File: src/sacc_pkg.sv
/*
 * sacc_pkg: register map, field layouts, reset values, sequencer states and
 * default timing for the two-converter control and calibration block.
 * Assumes an 8-bit special-function-register port with a page select.
 */
package sacc_pkg;

	// register offsets and pages
	localparam logic [7:0] SACC_CFG_OFS = 8'hbc;	// both configuration registers
	localparam logic [7:0] SACC_CTL_OFS = 8'he8;	// converter 0 control
	localparam logic [3:0] SACC_PAGE0 = 4'h0;
	localparam logic [3:0] SACC_PAGE1 = 4'h1;

	// reset values
	localparam logic [7:0] SACC_CFG_RST = 8'hf0;
	localparam logic [7:0] SACC_CTL_RST = 8'h00;

	// start-source codes
	localparam logic [1:0] SACC_SRC_WRITE = 2'h0;
	localparam logic [1:0] SACC_SRC_TMR3 = 2'h1;
	localparam logic [1:0] SACC_SRC_STRB = 2'h2;
	localparam logic [1:0] SACC_SRC_TMR2 = 2'h3;

	// default phase lengths in conversion clocks
	localparam int SACC_TRACK_CLKS = 3;
	localparam int SACC_CONV_CLKS = 16;
	localparam int SACC_CAL_CLKS = 64;
	localparam int SACC_PHASE_W = 8;

	// configuration register layout, msb first
	typedef struct packed {
		logic [3:0] clock_divider;	// bits 7-4
		logic cal_source_select;	// bit 3
		logic gain_cal_trigger;	// bit 2
		logic linearity_cal_trigger;	// bit 1
		logic offset_cal_trigger;	// bit 0
	} sacc_cfg_t;

	// converter 0 control register layout, msb first
	typedef struct packed {
		logic converter_enable;	// bit 7
		logic track_mode_select;	// bit 6
		logic conversion_done_flag;	// bit 5
		logic conversion_busy;	// bit 4
		logic [1:0] start_source_select;	// bits 3-2
		logic window_match_flag;	// bit 1
		logic unused;	// bit 0, reads 0
	} sacc_ctl_t;

	// register port request
	typedef struct packed {
		logic wr;
		logic rd;
		logic [3:0] page;
		logic [7:0] addr;
		logic [7:0] wdata;
	} sacc_sfr_req_t;

	// converter 0 sequencer, gray along idle-track-convert
	typedef enum logic [1:0] {
		SACC_IDLE = 2'b00,
		SACC_TRACK = 2'b01,
		SACC_CONV = 2'b11
	} sacc_state_t;

endpackage : sacc_pkg

File: src/sacc_top.sv
/*
 * sacc_top: enable, conversion clock dividers, start-source selection,
 * track/convert sequencing, calibration sequencing and sticky flags for two
 * successive-approximation converters behind a special-function-register port.
 * Assumes all inputs synchronous to core_clk except the external strobe, and
 * that the analogue side takes the strobe and phase outputs as levels.
 */
`timescale 1ns/10ps

// Contract
// - converter runs only while its enable is set
// - converter 0 clock is divider plus one
// - converter 1 has own divider and calibration
// - gain calibration starts only when idle
// - linearity calibration starts only when idle
// - offset calibration starts only when idle
// - busy during conversion, done on falling edge
// - writing busy starts only with source 00
// - start source selects write, timers, strobe
// - track mode inserts tracking before conversion
// - otherwise track continuously except while converting
// - done flag sticky until software clears
// - window flag sticky until software clears
// - control register resets to all zeros
module sacc_top #(
	parameter int TRACK_CLKS = sacc_pkg::SACC_TRACK_CLKS,
	parameter int CONV_CLKS = sacc_pkg::SACC_CONV_CLKS,
	parameter int CAL_CLKS = sacc_pkg::SACC_CAL_CLKS
) (
	input wire logic core_clk,	// system clock
	input wire logic rst_b,	// async reset, active low
	input wire sacc_pkg::sacc_sfr_req_t sfr_req,	// register port request
	output logic [7:0] sfr_rdata,	// read data, one cycle after rd
	input wire logic conv1_enable,	// converter 1 enable
	input wire logic timer2_overflow,	// timer 2 overflow pulse
	input wire logic timer3_overflow,	// timer 3 overflow pulse
	input wire logic external_convert_strobe,	// asynchronous start strobe
	input wire logic window_hit,	// window comparator, valid at conversion end
	output logic [1:0] conv_powered,	// converter out of shutdown
	output logic [1:0] conv_clk_tick,	// one pulse per conversion clock
	output logic [1:0] cal_active,	// calibration running
	output logic [1:0] cal_external_ref,	// external calibration voltages
	output logic conv0_tracking,	// track-and-hold tracking
	output logic conv0_converting	// conversion phase
);
	import sacc_pkg::*;

	// phase counters are SACC_PHASE_W bits wide
	if (TRACK_CLKS < 1 || CONV_CLKS < 1 || CAL_CLKS < 1 ||
		TRACK_CLKS > 255 || CONV_CLKS > 255 || CAL_CLKS > 255) begin : g_bad_len
		$error("sacc_top: phase lengths must be 1 to 255");
	end

	localparam logic [SACC_PHASE_W-1:0] TRACK_LAST = SACC_PHASE_W'(TRACK_CLKS - 1);
	localparam logic [SACC_PHASE_W-1:0] CONV_LAST = SACC_PHASE_W'(CONV_CLKS - 1);
	localparam logic [SACC_PHASE_W-1:0] CAL_LAST = SACC_PHASE_W'(CAL_CLKS - 1);

	function automatic logic sel_reg(input sacc_sfr_req_t r, input logic [3:0] pg,
		input logic [7:0] ofs);
		sel_reg = (r.page == pg) && (r.addr == ofs);
	endfunction : sel_reg

	sacc_cfg_t cfg_q [2];
	sacc_ctl_t ctl_q;
	sacc_ctl_t ctl_d;
	sacc_state_t state_q;
	sacc_state_t state_d;
	logic [SACC_PHASE_W-1:0] phase_q;
	logic [SACC_PHASE_W-1:0] phase_d;
	logic [2:0] strobe_sync_q;
	logic [7:0] rdata_q;

	wire cfg_sel [2];
	assign cfg_sel[0] = sel_reg(sfr_req, SACC_PAGE0, SACC_CFG_OFS);
	assign cfg_sel[1] = sel_reg(sfr_req, SACC_PAGE1, SACC_CFG_OFS);
	wire ctl_sel = sel_reg(sfr_req, SACC_PAGE0, SACC_CTL_OFS);
	wire ctl_wr = sfr_req.wr && ctl_sel;
	sacc_ctl_t ctl_wdata;
	assign ctl_wdata = sacc_ctl_t'(sfr_req.wdata);

	wire [1:0] enable = {conv1_enable, ctl_q.converter_enable};
	wire seq_idle = (state_q == SACC_IDLE);

	// strobe: two flops to resolve, third for the edge only
	wire strobe_rise = strobe_sync_q[1] && !strobe_sync_q[2];

	// start trigger selection
	logic trig_sel;
	always_comb begin
		case (ctl_q.start_source_select)
			SACC_SRC_WRITE: trig_sel = ctl_wr && ctl_wdata.conversion_busy;
			SACC_SRC_TMR3: trig_sel = timer3_overflow;
			SACC_SRC_STRB: trig_sel = strobe_rise;
			SACC_SRC_TMR2: trig_sel = timer2_overflow;
			default: trig_sel = 1'b0;
		endcase
	end

	// per-converter divider and calibration engine
	logic [3:0] div_cnt_q [2];
	logic [SACC_PHASE_W-1:0] cal_cnt_q [2];
	wire [1:0] tick;
	wire [1:0] cal_run;
	genvar gi;
	generate
		for (gi = 0; gi < 2; gi++) begin : g_conv
			wire idle_i = (gi == 0) ? seq_idle : 1'b1;
			wire run_i = cfg_q[gi].gain_cal_trigger || cfg_q[gi].linearity_cal_trigger ||
				cfg_q[gi].offset_cal_trigger;
			// dropped, not queued, if a conversion or calibration is in flight
			wire start_i = sfr_req.wr && cfg_sel[gi] && enable[gi] && idle_i &&
				!run_i && (sfr_req.wdata[2:0] != 3'h0);
			wire done_i = run_i && tick[gi] && (cal_cnt_q[gi] == CAL_LAST);
			assign tick[gi] = enable[gi] && (div_cnt_q[gi] == cfg_q[gi].clock_divider);
			assign cal_run[gi] = run_i;

			always_ff @(posedge core_clk or negedge rst_b) begin
				if (!rst_b) begin
					div_cnt_q[gi] <= 4'h0;
				end else if (!enable[gi] || tick[gi]) begin
					div_cnt_q[gi] <= 4'h0;
				end else begin
					div_cnt_q[gi] <= div_cnt_q[gi] + 4'h1;
				end
			end

			always_ff @(posedge core_clk or negedge rst_b) begin
				if (!rst_b) begin
					cal_cnt_q[gi] <= '0;
				end else if (!run_i) begin
					cal_cnt_q[gi] <= '0;
				end else if (tick[gi]) begin
					cal_cnt_q[gi] <= cal_cnt_q[gi] + SACC_PHASE_W'(1);
				end
			end

			always_ff @(posedge core_clk or negedge rst_b) begin
				if (!rst_b) begin
					cfg_q[gi] <= sacc_cfg_t'(SACC_CFG_RST);
				end else begin
					if (sfr_req.wr && cfg_sel[gi]) begin
						cfg_q[gi].clock_divider <= sfr_req.wdata[7:4];
						cfg_q[gi].cal_source_select <= sfr_req.wdata[3];
					end
					if (start_i) begin
						// writing 0 to a trigger bit leaves it alone
						cfg_q[gi].gain_cal_trigger <= sfr_req.wdata[2];
						cfg_q[gi].linearity_cal_trigger <= sfr_req.wdata[1];
						cfg_q[gi].offset_cal_trigger <= sfr_req.wdata[0];
					end else if (done_i || !enable[gi]) begin
						// shutdown aborts a calibration in flight
						cfg_q[gi].gain_cal_trigger <= 1'b0;
						cfg_q[gi].linearity_cal_trigger <= 1'b0;
						cfg_q[gi].offset_cal_trigger <= 1'b0;
					end
				end
			end
		end
	endgenerate

	// converter 0 track/convert sequencer
	wire accept = seq_idle && enable[0] && !cal_run[0] && trig_sel;
	wire phase_end_track = tick[0] && (phase_q == TRACK_LAST);
	wire phase_end_conv = tick[0] && (phase_q == CONV_LAST);
	always_comb begin
		state_d = state_q;
		phase_d = tick[0] ? phase_q + SACC_PHASE_W'(1) : phase_q;
		case (state_q)
			SACC_IDLE: begin
				phase_d = '0;
				if (accept) begin
					state_d = ctl_q.track_mode_select ? SACC_TRACK : SACC_CONV;
				end
			end
			SACC_TRACK: begin
				if (phase_end_track) begin
					state_d = SACC_CONV;
					phase_d = '0;
				end
			end
			SACC_CONV: begin
				if (phase_end_conv) begin
					state_d = SACC_IDLE;
					phase_d = '0;
				end
			end
			default: begin
				state_d = SACC_IDLE;
				phase_d = '0;
			end
		endcase
		if (!enable[0]) begin
			state_d = SACC_IDLE;
			phase_d = '0;
		end
	end

	// done rises on the edge busy drops; a shutdown abort is no completion
	wire busy_fall = (state_q == SACC_CONV) && phase_end_conv;
	wire win_set = (state_q == SACC_CONV) && phase_end_conv && window_hit;

	// control register next value; hardware sets win over software clears
	always_comb begin
		ctl_d = ctl_q;
		if (ctl_wr) begin
			ctl_d.converter_enable = ctl_wdata.converter_enable;
			ctl_d.track_mode_select = ctl_wdata.track_mode_select;
			ctl_d.conversion_done_flag = ctl_wdata.conversion_done_flag;
			ctl_d.start_source_select = ctl_wdata.start_source_select;
			ctl_d.window_match_flag = ctl_wdata.window_match_flag;
		end
		ctl_d.conversion_done_flag = ctl_d.conversion_done_flag || busy_fall;
		ctl_d.window_match_flag = ctl_d.window_match_flag || win_set;
		ctl_d.conversion_busy = (state_d != SACC_IDLE);
		ctl_d.unused = 1'b0;
	end

	always_ff @(posedge core_clk or negedge rst_b) begin
		if (!rst_b) begin
			ctl_q <= sacc_ctl_t'(SACC_CTL_RST);
			state_q <= SACC_IDLE;
			phase_q <= '0;
		end else begin
			ctl_q <= ctl_d;
			state_q <= state_d;
			phase_q <= phase_d;
		end
	end

	always_ff @(posedge core_clk or negedge rst_b) begin
		if (!rst_b) begin
			strobe_sync_q <= 3'h0;
		end else begin
			strobe_sync_q <= {strobe_sync_q[1:0], external_convert_strobe};
		end
	end

	// read data registered; unmapped addresses read 0
	wire [7:0] rd_mux = cfg_sel[0] ? 8'(cfg_q[0]) :
		cfg_sel[1] ? 8'(cfg_q[1]) :
		ctl_sel ? 8'(ctl_q) : 8'h00;
	always_ff @(posedge core_clk or negedge rst_b) begin
		if (!rst_b) begin
			rdata_q <= 8'h00;
		end else if (sfr_req.rd) begin
			rdata_q <= rd_mux;
		end
	end

	assign sfr_rdata = rdata_q;
	assign conv_powered = enable;
	assign conv_clk_tick = tick;
	// state clears one edge after enable drops, so outputs are gated now
	assign cal_active = cal_run & enable;
	assign cal_external_ref = {cfg_q[1].cal_source_select, cfg_q[0].cal_source_select};
	// continuous tracking when track mode is off, explicit phase otherwise
	assign conv0_tracking = enable[0] && (ctl_q.track_mode_select ?
		(state_q == SACC_TRACK) : (state_q != SACC_CONV));
	assign conv0_converting = enable[0] && (state_q == SACC_CONV);

endmodule : sacc_top

File: config.mk
export PLATFORM = sky130hd
export DESIGN_NAME = sacc_top
export DESIGN_NICKNAME = d
export VERILOG_FILES = /design/src/sacc_pkg.sv /design/src/sacc_top.sv
export SDC_FILE = /design/constraint.sdc
export NUM_CORES = 1
export LEC_CHECK = 0
export ABC_AREA = 1
export BUFFER_PORTS_ARGS = -buffer_cell sky130_fd_sc_hd__buf_2
export CAP_MARGIN = 30
export CORE_ASPECT_RATIO = 0.6
export CORE_MARGIN = 1
export CORE_UTILIZATION = 31
export CTS_BUF_LIST = sky130_fd_sc_hd__clkbuf_16
export DETAILED_ROUTE_END_ITERATION = 8
export GPL_TIMING_DRIVEN = 0
export PLACE_DENSITY = 0.53
export SETUP_SLACK_MARGIN = 0.05
export SLEW_MARGIN = 20
export SYNTH_ARGS = -nofsm -noshare
export SYNTH_HDL_FRONTEND = slang
export SYNTH_SLANG_ARGS = --single-unit
File: constraint.sdc
create_clock -name core_clk -period 3.3 [get_ports core_clk]
set_input_delay 0.33 -clock core_clk [delete_from_list [all_inputs] [get_ports core_clk]]
set_output_delay 0.33 -clock core_clk [all_outputs]
set_load 0.01 [all_outputs]
==> flow_metrics.py, run 1 <==
metrics = {
    "cells_and_area": {
        "layout-drive-gt1-share_pct": 17.7,
        "final_util_pct": 38.3,
        "design_area_sq_um": 4340,
        "syn2layout_area_growth_pct": 19.8,
        "nets": 554,
        "finalNonFillerCells": 684,
        "diodes": 0,
    },
    "synthesis": {
        "synth.most_common_cell": "nand2_1",
        "avgSynthCellArea_sq_um": 7.88,
        "ys_async_sr_fraction_pct": 100,
        "synth_area_sq_um": 3630,
        "ys_ff_latch": 68,
        "netlist_instances": 460,
        "ys_types": 40,
        "synth_edf_count": 0,
        "synth_common_cells": "nand2_1 (118), dfrtp_1 (60), inv_1 (58)",
        "synth_top_cell_by_area": "dfrtp_1",
        "syn_nets": 495,
        "seq_area_frac_synth_pct": 47.2,
        "synth_area_leaders": "dfrtp_1 (41%), nand2_1 (12%), inv_1 (6.0%)",
        "yosysWarnings": 0,
        "synth_top_area_share_pct": 41.4,
        "ys.flop_type": "dfrtp_1",
    },
    "clock_tree": {
        "cts_sinks": 68,
        "clock_latency_ps": 340,
        "cts_root_buf": "clkbuf_16",
        "cts_tree": "built",
        "post-cts-setup-buffers": 0,
        "cts_resized": 0,
        "cts_buffers": 9,
        "clk_pin_slew_worst_paths_ps": 50,
        "htree_levels": 3,
        "clockBufferDepth": 2,
        "cts_hold_buffers": 1,
    },
    "floorplanning": {
        "pin_count": 47,
        "dieHeight_um": 85.8,
        "initial_core_util_pct": 32.0,
        "die_area_sq_um": 12100,
        "core-area_sq_um": 11300,
        "fp-row-count": 30,
        "die_w_um": 142,
    },
    "global_route": {
        "grt_pass1_wl_um": 15200,
        "antenna_found_initial": 0,
        "grt_pass1_vias": 3057,
        "grt_overflow": 0,
        "grt_max_degree": 43,
        "grt_use_total_pct": 16.4,
    },
    "min_path": {
        "hp-class": "in -> reg",
        "hp-start": "external_convert_strobe",
    },
    "critical_path": {
        "slowest_delay_ps": 520,
        "path_class": "reg -> out",
        "crit_path_start": "cfg_q[13]",
        "crit_arrival_ps": 2030,
        "crit_required_ps": 2970,
        "slowest_stage": "dfstp_2",
        "worstSetupStartpointType": "register",
        "worstPathCellList": "inv_1, nand2_1, nand2_1, nor2_2, nand3_2, inv_2, buf_6, buf_2",
        "path_delay_family": "simple AND/OR/NAND/NOR gates",
        "cp_num_buf_inv": 4,
        "cp-end-kind": "primary output",
        "worst_path_most_repeated_cell": "nand2_1",
        "cp_max_fo": 10,
        "rr_startpoint": "cfg_q[13]",
    },
    "sta": {
        "hold_viol": 0,
        "hold_ws_ps": 99.0,
        "slew_viol_final": 0,
        "worst_slew_pin_slew_ps": 590,
        "rsz0062_at_grt": "no",
        "finalClockSkew_ps": 6.94,
        "fmax_mhz": 424,
        "setup_tns_ps": 0,
        "min_period_ps": 2360,
        "period_share_pct": 71.5,
        "relSlewSlack_pct": 60.6,
        "finalSetupViolCount": 0,
        "fin_ws_ps": 942,
    },
    "placement": {
        "post_dp_cell_area_sq_um": 4080,
        "dp_cells": 667,
        "place_ws_ps": 1290,
        "gp_congestion": 0.800,
        "portBuffers": 46,
        "place_hpwl_um": 6920,
    },
    "status": {
        "status": "complete, no violations",
    },
    "route": {
        "routed_wl_um": 9050,
        "via_per_inst": 4.61,
        "drtIter0Drc": 168,
        "drcViolationCount": 0,
        "firstDrtPassIters": 5,
        "avgRoutedWirePerCell_um": 13.2,
        "vias": 3156,
        "detail-route-antenna-nets": 0,
    },
    "job": {
        "maxCapViolCount": 0,
    },
    "power_and_ir_drop": {
        "power_mw": 2.24,
        "p_per_area_nw_per_um2": 515,
        "ir_drop_uv": 257,
        "leakage_nw": 2.23,
    },
}
-- registers in the layout, summed over array words and instances, names as in the netlist --
| register | flops |
|---|---|
| conv_powered | 1 |
| phase_q | 8 |
| sfr_rdata | 8 |
| cfg_q | 14 |
| cal_cnt_q | 16 |
| div_cnt_q | 8 |
| strobe_sync_q | 3 |
| state_q | 2 |
| cal_external_ref | 2 |
| ctl_q | 6 |
-- area by class of cell --
type                    count  area [sq um]
repair buffers             48           263
flip-flops and latches     68          1710
clock inverters             7          30.0
clock buffers               9           225
plain buffers               7          58.8
multi-input cells         322          1620
well taps                 160           200
fillers                  1217          6990
inverters                  63           238
-- layer usage --
layer | track usage, % | part of all wire [%] | vias to the layer above
met4 | 5.67 | 1.1 | 0
met5 | 0 | 0 | -
met2 | 21.1 | 38 | 93
li1 | - | - | 1589
met3 | 4.13 | 5.8 | 10
met1 | 25.7 | 55 | 1464
-- where the power goes --
part	switching, mW	leakage, nW	internal (mW)	total (mW)
clock network	0.356	0.140	0.493	0.849
logic	0.267	1.24	0.160	0.426
registers	0.0602	0.854	0.902	0.962
-- worst reg2reg max path, stage by stage (launching register included) --
cell	delay (ps)
dfstp_2	520
inv_1	60
nand2_1	60
nand2_1	50
nor2_2	240
nand3_2	240
inv_2	220
nand2_1	70
nand2_1	70
nand2_1	90
nand2_2	120
nor2_1	60
-- final timing paths --
| path | to | slack, ps | depth (start not counted) |
|---|---|---|---|
| setup / recovery | conv_clk_tick[0] | 940 | 8 |
| hold / removal | strobe_sync_q[0] | 100 | 1 |
| setup reg to reg | phase_q[5] | 1390 | 11 |
| hold reg to reg | strobe_sync_q[1] | 350 | 0 |
| max in group asynchronous | cfg_q[5] | 2230 | 3 |
| min in group asynchronous | cal_cnt_q[5] | 460 | 2 |
-- placed cells by master, fill, tap and decap left out, drive strengths merged, types with 2 or more instances in the layout --
cell type,netlist,final
clkbuf,2,11
o21ai,34,34
a21oi,14,14
dfrtp,60,60
nor3,11,11
o22ai,5,5
nand4,12,12
inv,61,64
ha,6,6
buf,5,52
and2,2,2
nand3,33,33
or2,3,3
nand2,120,120
o211ai,3,3
xor2,14,14
clkinv,2,6
nor2,57,57
xnor2,2,2
dfstp,8,8
-- cells by family (layout without fill, tap and decap cells) --
kind of cell | count (synthesis) | in the layout | share of synthesized area, %
compound gates | 57 | 57 | 8.32
xor+xnor | 16 | 16 | 3.86
fa+ha+maj | 6 | 6 | 2.07
buf+inv | 70 | 134 | 8.18
flops | 68 | 68 | 47.2
simple gates | 243 | 243 | 30.4
(Power assumes the default switching activity.)
==> inputs of run 2 (changes only) <==
--- a/config.mk
+++ b/config.mk
@@ -14,7 +14,7 @@
 export CTS_BUF_LIST = sky130_fd_sc_hd__clkbuf_16
 export DETAILED_ROUTE_END_ITERATION = 8
 export GPL_TIMING_DRIVEN = 0
-export PLACE_DENSITY = 0.53
+export PLACE_DENSITY = 0.55
 export SETUP_SLACK_MARGIN = 0.05
 export SLEW_MARGIN = 20
 export SYNTH_ARGS = -nofsm -noshare
==> constraint.sdc (replaced) <==
create_clock -name core_clk -period 1.9 [get_ports core_clk]
set_input_delay 0.19 -clock core_clk [delete_from_list [all_inputs] [get_ports core_clk]]
set_output_delay 0.19 -clock core_clk [all_outputs]
set_load 0.01 [all_outputs]
==> run 2 against run 1 <==
  * Via count increased by 1.6%
  * Clock skew decreased by 2.8 ps
  * Count of clock-buffer cells in the layout unchanged
  * Flip-flop and latch count unchanged
  * Register-to-register slack got worse by 1200 ps
  * Clock power increased by 70%
  * Critical path type unchanged
  * Largest cell class unchanged
  * Largest power group unchanged
==> flow_metrics.py, run 2 (synthesis gave the netlist of run 1 again) <==
metrics = {
    "sta": {
        "period_share_pct": 95.8,
        "worst_slew_pin_slew_ps": 651,
        "finalClockSkew_ps": 4.18,
        "relSlewSlack_pct": 56.5,
        "fin_ws_ps": 78.9,
        "fmax_mhz": 549,
        "slew_viol_final": 0,
        "rsz0062_at_grt": "no",
        "finalSetupViolCount": 0,
        "hold_viol": 0,
        "min_period_ps": 1820,
    },
    "status": {
        "status": "complete, no violations",
    },
    "cells_and_area": {
        "num-fill-cells": 1169,
        "layout_commonest_cell": "nand2_1",
        "finalNonFillerCells": 696,
        "design_area_sq_um": 4500,
        "final_cell_mix": "nand2_1 (115), dfrtp_1 (60), inv_1 (59)",
        "multi_input_area_sq_um": 1660,
        "diodes": 0,
        "regArea_sq_um": 1710,
        "syn2layout_area_growth_pct": 24.1,
        "layout-drive-gt1-share_pct": 20.5,
        "top_register": "cal_cnt_q",
        "largest_reg_flops": 16,
        "nets": 566,
        "final_util_pct": 39.7,
        "top_regs": "cal_cnt_q: 16 flops, cfg_q: 14 flops",
    },
    "critical_path": {
        "rr_startpoint": "cfg_q[13]",
        "crit_arrival_ps": 1630,
        "worstSetupStartpointType": "register",
        "cp-end-kind": "primary output",
        "reg2reg_slack_ps": 210,
        "slowest_delay_ps": 540,
        "path_class": "reg -> out",
        "crit_path_start": "conv_powered[0]",
        "crit_required_ps": 1710,
        "cp_max_fo": 6,
        "worstPathCellList": "inv_1, a211oi_1, buf_2",
        "ff2ff_path_depth": 12,
        "r2r-end": "phase_q[7]",
        "slowest_stage": "dfrtp_1",
    },
    "floorplanning": {
        "die_area_sq_um": 12100,
        "fp-row-count": 30,
        "die_w_um": 142,
        "pin_count": 47,
        "initial_core_util_pct": 32.0,
        "dieHeight_um": 85.8,
        "core-area_sq_um": 11300,
    },
    "power_and_ir_drop": {
        "p_int_mw": 2.81,
        "ir_drop_uv": 513,
        "power_frac_seq_pct": 41.6,
        "p_per_area_nw_per_um2": 895,
        "p_sw_mw": 1.22,
        "power_frac_comb_pct": 22.7,
        "leakage_nw": 2.29,
        "clockPowerShare_pct": 35.7,
        "swShare_pct": 30.3,
    },
    "placement": {
        "place_hpwl_um": 6880,
        "place_ws_ps": -11.1,
        "post_dp_cell_area_sq_um": 4090,
        "gp_congestion": 0.821,
        "portBuffers": 46,
        "dp_cells": 667,
    },
    "route": {
        "firstDrtPassIters": 5,
        "avgRoutedWirePerCell_um": 13.0,
        "via_per_inst": 4.61,
        "drtIter0Drc": 240,
        "routed_wl_um": 9080,
        "vias": 3206,
        "drcViolationCount": 0,
        "detail-route-antenna-nets": 0,
    },
    "global_route": {
        "grt_use_total_pct": 16.6,
        "grt_max_degree": 54,
        "grt_overflow": 0,
        "gr-usage-met1_pct": 25.7,
        "grt_pass1_vias": 3044,
        "antenna_found_initial": 0,
        "globalRoute.busiestLayer": "met1",
        "grt_pass1_wl_um": 15200,
        "grtUsageMet2_pct": 21.5,
        "met3_usage_pct": 4.41,
    },
    "min_path": {
        "hp-class": "in -> reg",
        "hp-start": "sfr_req[0]",
        "min_path_cells": 3,
        "whs_endpoint": "cfg_q[0]",
    },
    "job": {
        "maxCapViolCount": 0,
    },
    "clock_tree": {
        "clock_latency_ps": 330,
        "cts_sinks": 68,
        "cts_buffers": 9,
        "htree_levels": 3,
        "cts_root_buf": "clkbuf_16",
        "clk_pin_slew_worst_paths_ps": 50,
        "cts_tree": "built",
        "clockBufferDepth": 2,
    },
}
run 2: cell types whose count changed in the layout (fill, tap and decap cells not counted), moves of 2 or more:
cell,change
buf_4,+10
clkinv_1,+2
clkinv_2,-2
inv_1,-2
nand2_1,-3
nand2_2,+3
nor2_2,-2
nor2_4,+2
run 2: timing repair:
| item | 4_1_cts | 5_1_grt |
|---|---|---|
| endpoints found under the hold margin | 16 | 0 |
| hold buffers | 2 | 0 |
| setup buffers | 4 | 7 |
| pin swaps | 3 | 5 |
| resized for setup | 7 | 10 |
| endpoints found under the setup margin | 8 | 9 |
| gates cloned | 0 | 0 |
run 2: layout make-up:
type                            instances  area share (%)
Buffer                                  7            1.39
Clock buffer                            9            5.00
Clock inverter                          7           0.612
Inverter                               63            5.39
Multi-Input combinational cell        322            36.8
Sequential cell                        68            38.0
Tap cell                              160            4.45
Timing Repair Buffer                   60            8.28
run 2: critical path: cells and delay by family (launching register included):
kind                   cells  cell delay [ps]
AOI/OAI and AO/OA          1              360
DFF                        1              540
buffers and inverters      2              400
run 2: per-layer routing:
| metal | wire length (um) | vias to the layer above |
|---|---|---|
| li1 | - | 1616 |
| met1 | 5140 | 1506 |
| met2 | 3390 | 76 |
| met3 | 429 | 8 |
| met4 | 125 | 0 |
| met5 | 0 | - |
run 2: per-stage QoR:
step	power [mW]	hold WS [ps]	TNS (ps)
final	4.03	116	0
after global routing	4.28	111	0
after CTS	4.01	104	0
after detailed placement	2.43	72.2	-33.1
after global placement	2.41	303	0
after floorplan	2.18	-106	0
run 2: worst max-delay path by stage:
| stage | depth (start not counted) | to |
|---|---|---|
| floorplan | 11 | phase_q[5] |
| global placement | 11 | phase_q[6] |
| detailed placement | 11 | phase_q[2] |
| CTS | 8 | conv_clk_tick[0] |
| global route | 8 | conv_clk_tick[0] |
| finish | 3 | conv0_tracking |
run 2: power groups by stage:
stage / clock network (mW) / registers [mW] / logic (mW)
2_1_floorplan: 0 / 1.67 / 0.513
3_3_place_gp: 0 / 1.69 / 0.715
6_report: 1.44 / 1.68 / 0.914
5_1_grt: 1.56 / 1.70 / 1.03
3_5_place_dp: 0 / 1.70 / 0.737
4_1_cts: 1.48 / 1.67 / 0.853
==> inputs of run 3 (changes only) <==
--- a/config.mk
+++ b/config.mk
@@ -8,7 +8,7 @@
 export ABC_AREA = 1
 export BUFFER_PORTS_ARGS = -buffer_cell sky130_fd_sc_hd__buf_2
 export CAP_MARGIN = 30
-export CORE_ASPECT_RATIO = 0.6
+export CORE_ASPECT_RATIO = 0.75
 export CORE_MARGIN = 1
 export CORE_UTILIZATION = 31
 export CTS_BUF_LIST = sky130_fd_sc_hd__clkbuf_16
==> run 3 against run 2 <==
  * Via count is 0.90% higher
  * Routed wire length is 2.6% lower
  * Sequential power hardly changed
  * Sequential share of layout area is 0.16 points higher
  * Register-to-register slack worse by 30 ps
==> flow_metrics.py, run 3 (synthesis gave the netlist of run 1 again) <==
metrics = {
    "sta": {
        "finalSetupViolCount": 0,
        "rsz0062_at_grt": "no",
        "hold_ws_ps": 102,
        "fin_ws_ps": 138,
        "period_share_pct": 92.7,
        "finalClockSkew_ps": 5.89,
        "fmax_mhz": 568,
        "hold_viol": 0,
        "min_period_ps": 1760,
        "worst_slew_pin_slew_ps": 544,
        "relSlewSlack_pct": 63.6,
        "slew_viol_final": 0,
        "setup_tns_ps": 0,
    },
    "clock_tree": {
        "htree_levels": 3,
        "cts_root_buf": "clkbuf_16",
        "cts_buffers": 9,
        "cts_sinks": 68,
        "clockBufferDepth": 2,
        "clock_latency_ps": 330,
        "clk_pin_slew_worst_paths_ps": 50,
        "cts_tree": "built",
    },
    "global_route": {
        "grt_pass1_vias": 3203,
        "grt_max_degree": 36,
        "grt_pass1_wl_um": 15300,
        "met3_usage_pct": 4.71,
        "grtUsageMet2_pct": 25.5,
        "grt_overflow": 0,
        "gr-usage-met1_pct": 21.6,
        "globalRoute.busiestLayer": "met2",
        "antenna_found_initial": 0,
        "grt_use_total_pct": 16.4,
    },
    "job": {
        "maxCapViolCount": 0,
    },
    "floorplanning": {
        "die_w_um": 127,
        "dieHeight_um": 95.7,
        "fp-row-count": 33,
        "pin_count": 47,
        "core-area_sq_um": 11100,
        "initial_core_util_pct": 32.5,
        "die_area_sq_um": 12100,
    },
    "critical_path": {
        "worstSetupStartpointType": "register",
        "cp_max_fo": 4,
        "crit_required_ps": 1710,
        "reg2reg_slack_ps": 180,
        "ff2ff_path_depth": 11,
        "cp-end-kind": "primary output",
        "crit_arrival_ps": 1570,
        "path_class": "reg -> out",
    },
    "placement": {
        "gp_congestion": 0.821,
        "place_ws_ps": 7.93,
        "place_hpwl_um": 6470,
        "portBuffers": 46,
    },
    "route": {
        "drtIter0Drc": 125,
        "vias": 3235,
        "via_per_inst": 4.79,
        "routed_wl_um": 8840,
        "detail-route-antenna-nets": 0,
        "firstDrtPassIters": 4,
        "avgRoutedWirePerCell_um": 13.1,
        "drcViolationCount": 0,
    },
    "min_path": {
        "hp-class": "in -> reg",
        "min_path_cells": 3,
    },
    "cells_and_area": {
        "nets": 566,
        "diodes": 0,
        "final_util_pct": 40.2,
        "top_regs": "cal_cnt_q: 16 flops, cfg_q: 14 flops",
        "layout_commonest_cell": "nand2_1",
        "final_cell_mix": "nand2_1 (110), inv_1 (59), dfrtp_1 (59)",
        "largest_reg_flops": 16,
        "top_register": "cal_cnt_q",
        "syn2layout_area_growth_pct": 23.7,
        "layout-drive-gt1-share_pct": 22.0,
    },
    "power_and_ir_drop": {
        "ir_drop_uv": 438,
        "p_per_area_nw_per_um2": 907,
        "leakage_nw": 2.29,
        "power_mw": 4.07,
    },
    "status": {
        "status": "complete, no violations",
    },
}
[run 3: cell types whose count changed in the layout (fill, tap and decap cells not counted), moves of 2 or more]
cell      change
clkinv_2      +2
nand2_2       +4
clkinv_1      -2
nand2_1       -5
[run 3: path summary, 6_finish.rpt]
check                                   end             start
setup / recovery           conv_clk_tick[0]         cfg_q[13]
hold / removal                     cfg_q[8]        sfr_req[0]
setup reg to reg                 phase_q[0]         cfg_q[13]
hold reg to reg            strobe_sync_q[1]  strobe_sync_q[0]
max in group asynchronous         cfg_q[15]             rst_b
min in group asynchronous      div_cnt_q[2]             rst_b
[run 3: worst max-delay path: stages (launching register included)]
cell and delay [ps]:
dfstp_2 530, inv_2 40, nand2_1 70, nand2_2 60
nor2_4 160, nand3_4 110, clkinv_4 70, buf_8 100
buf_6 90
[run 3: stage by stage]
stage / cells / cell area (sq um)
2_1_floorplan: 460 / 3630
3_3_place_gp: 646 / 4030
3_5_place_dp: 647 / 4050
4_1_cts: 672 / 4410
5_1_grt: 676 / 4490
6_report: 676 / 4490
[run 3: final cells by class]
| type | count | area [sq um] |
|---|---|---|
| plain buffers | 7 | 62.6 |
| clock buffers | 9 | 225 |
| clock inverters | 7 | 30.0 |
| fillers | 1142 | 6660 |
| inverters | 63 | 243 |
| multi-input cells | 322 | 1680 |
| flip-flops and latches | 68 | 1710 |
| well taps | 140 | 175 |
| repair buffers | 60 | 362 |
[run 3: repair_timing]
action / in CTS / in global routing
gates resized for setup: 7 / 17
endpoints found under the setup margin: 8 / 14
endpoints found under the hold margin: 30 / 0
hold buffers: 2 / 0
buffers inserted: 7 / 4
pin swaps: 3 / 7
[run 3: report_power, final]
part           internal (mW)  switching [mW]
clock                  0.856           0.591
combinational          0.399           0.548
sequential              1.57           0.109
total                   2.82            1.25
[run 3: routing by layer]
metal	up-vias	wire length [um]	part of all wire, %
li1	1612	-	-
met1	1542	4500	51
met2	68	3770	43
met3	13	412	4.7
met4	0	164	1.9
met5	-	0	0
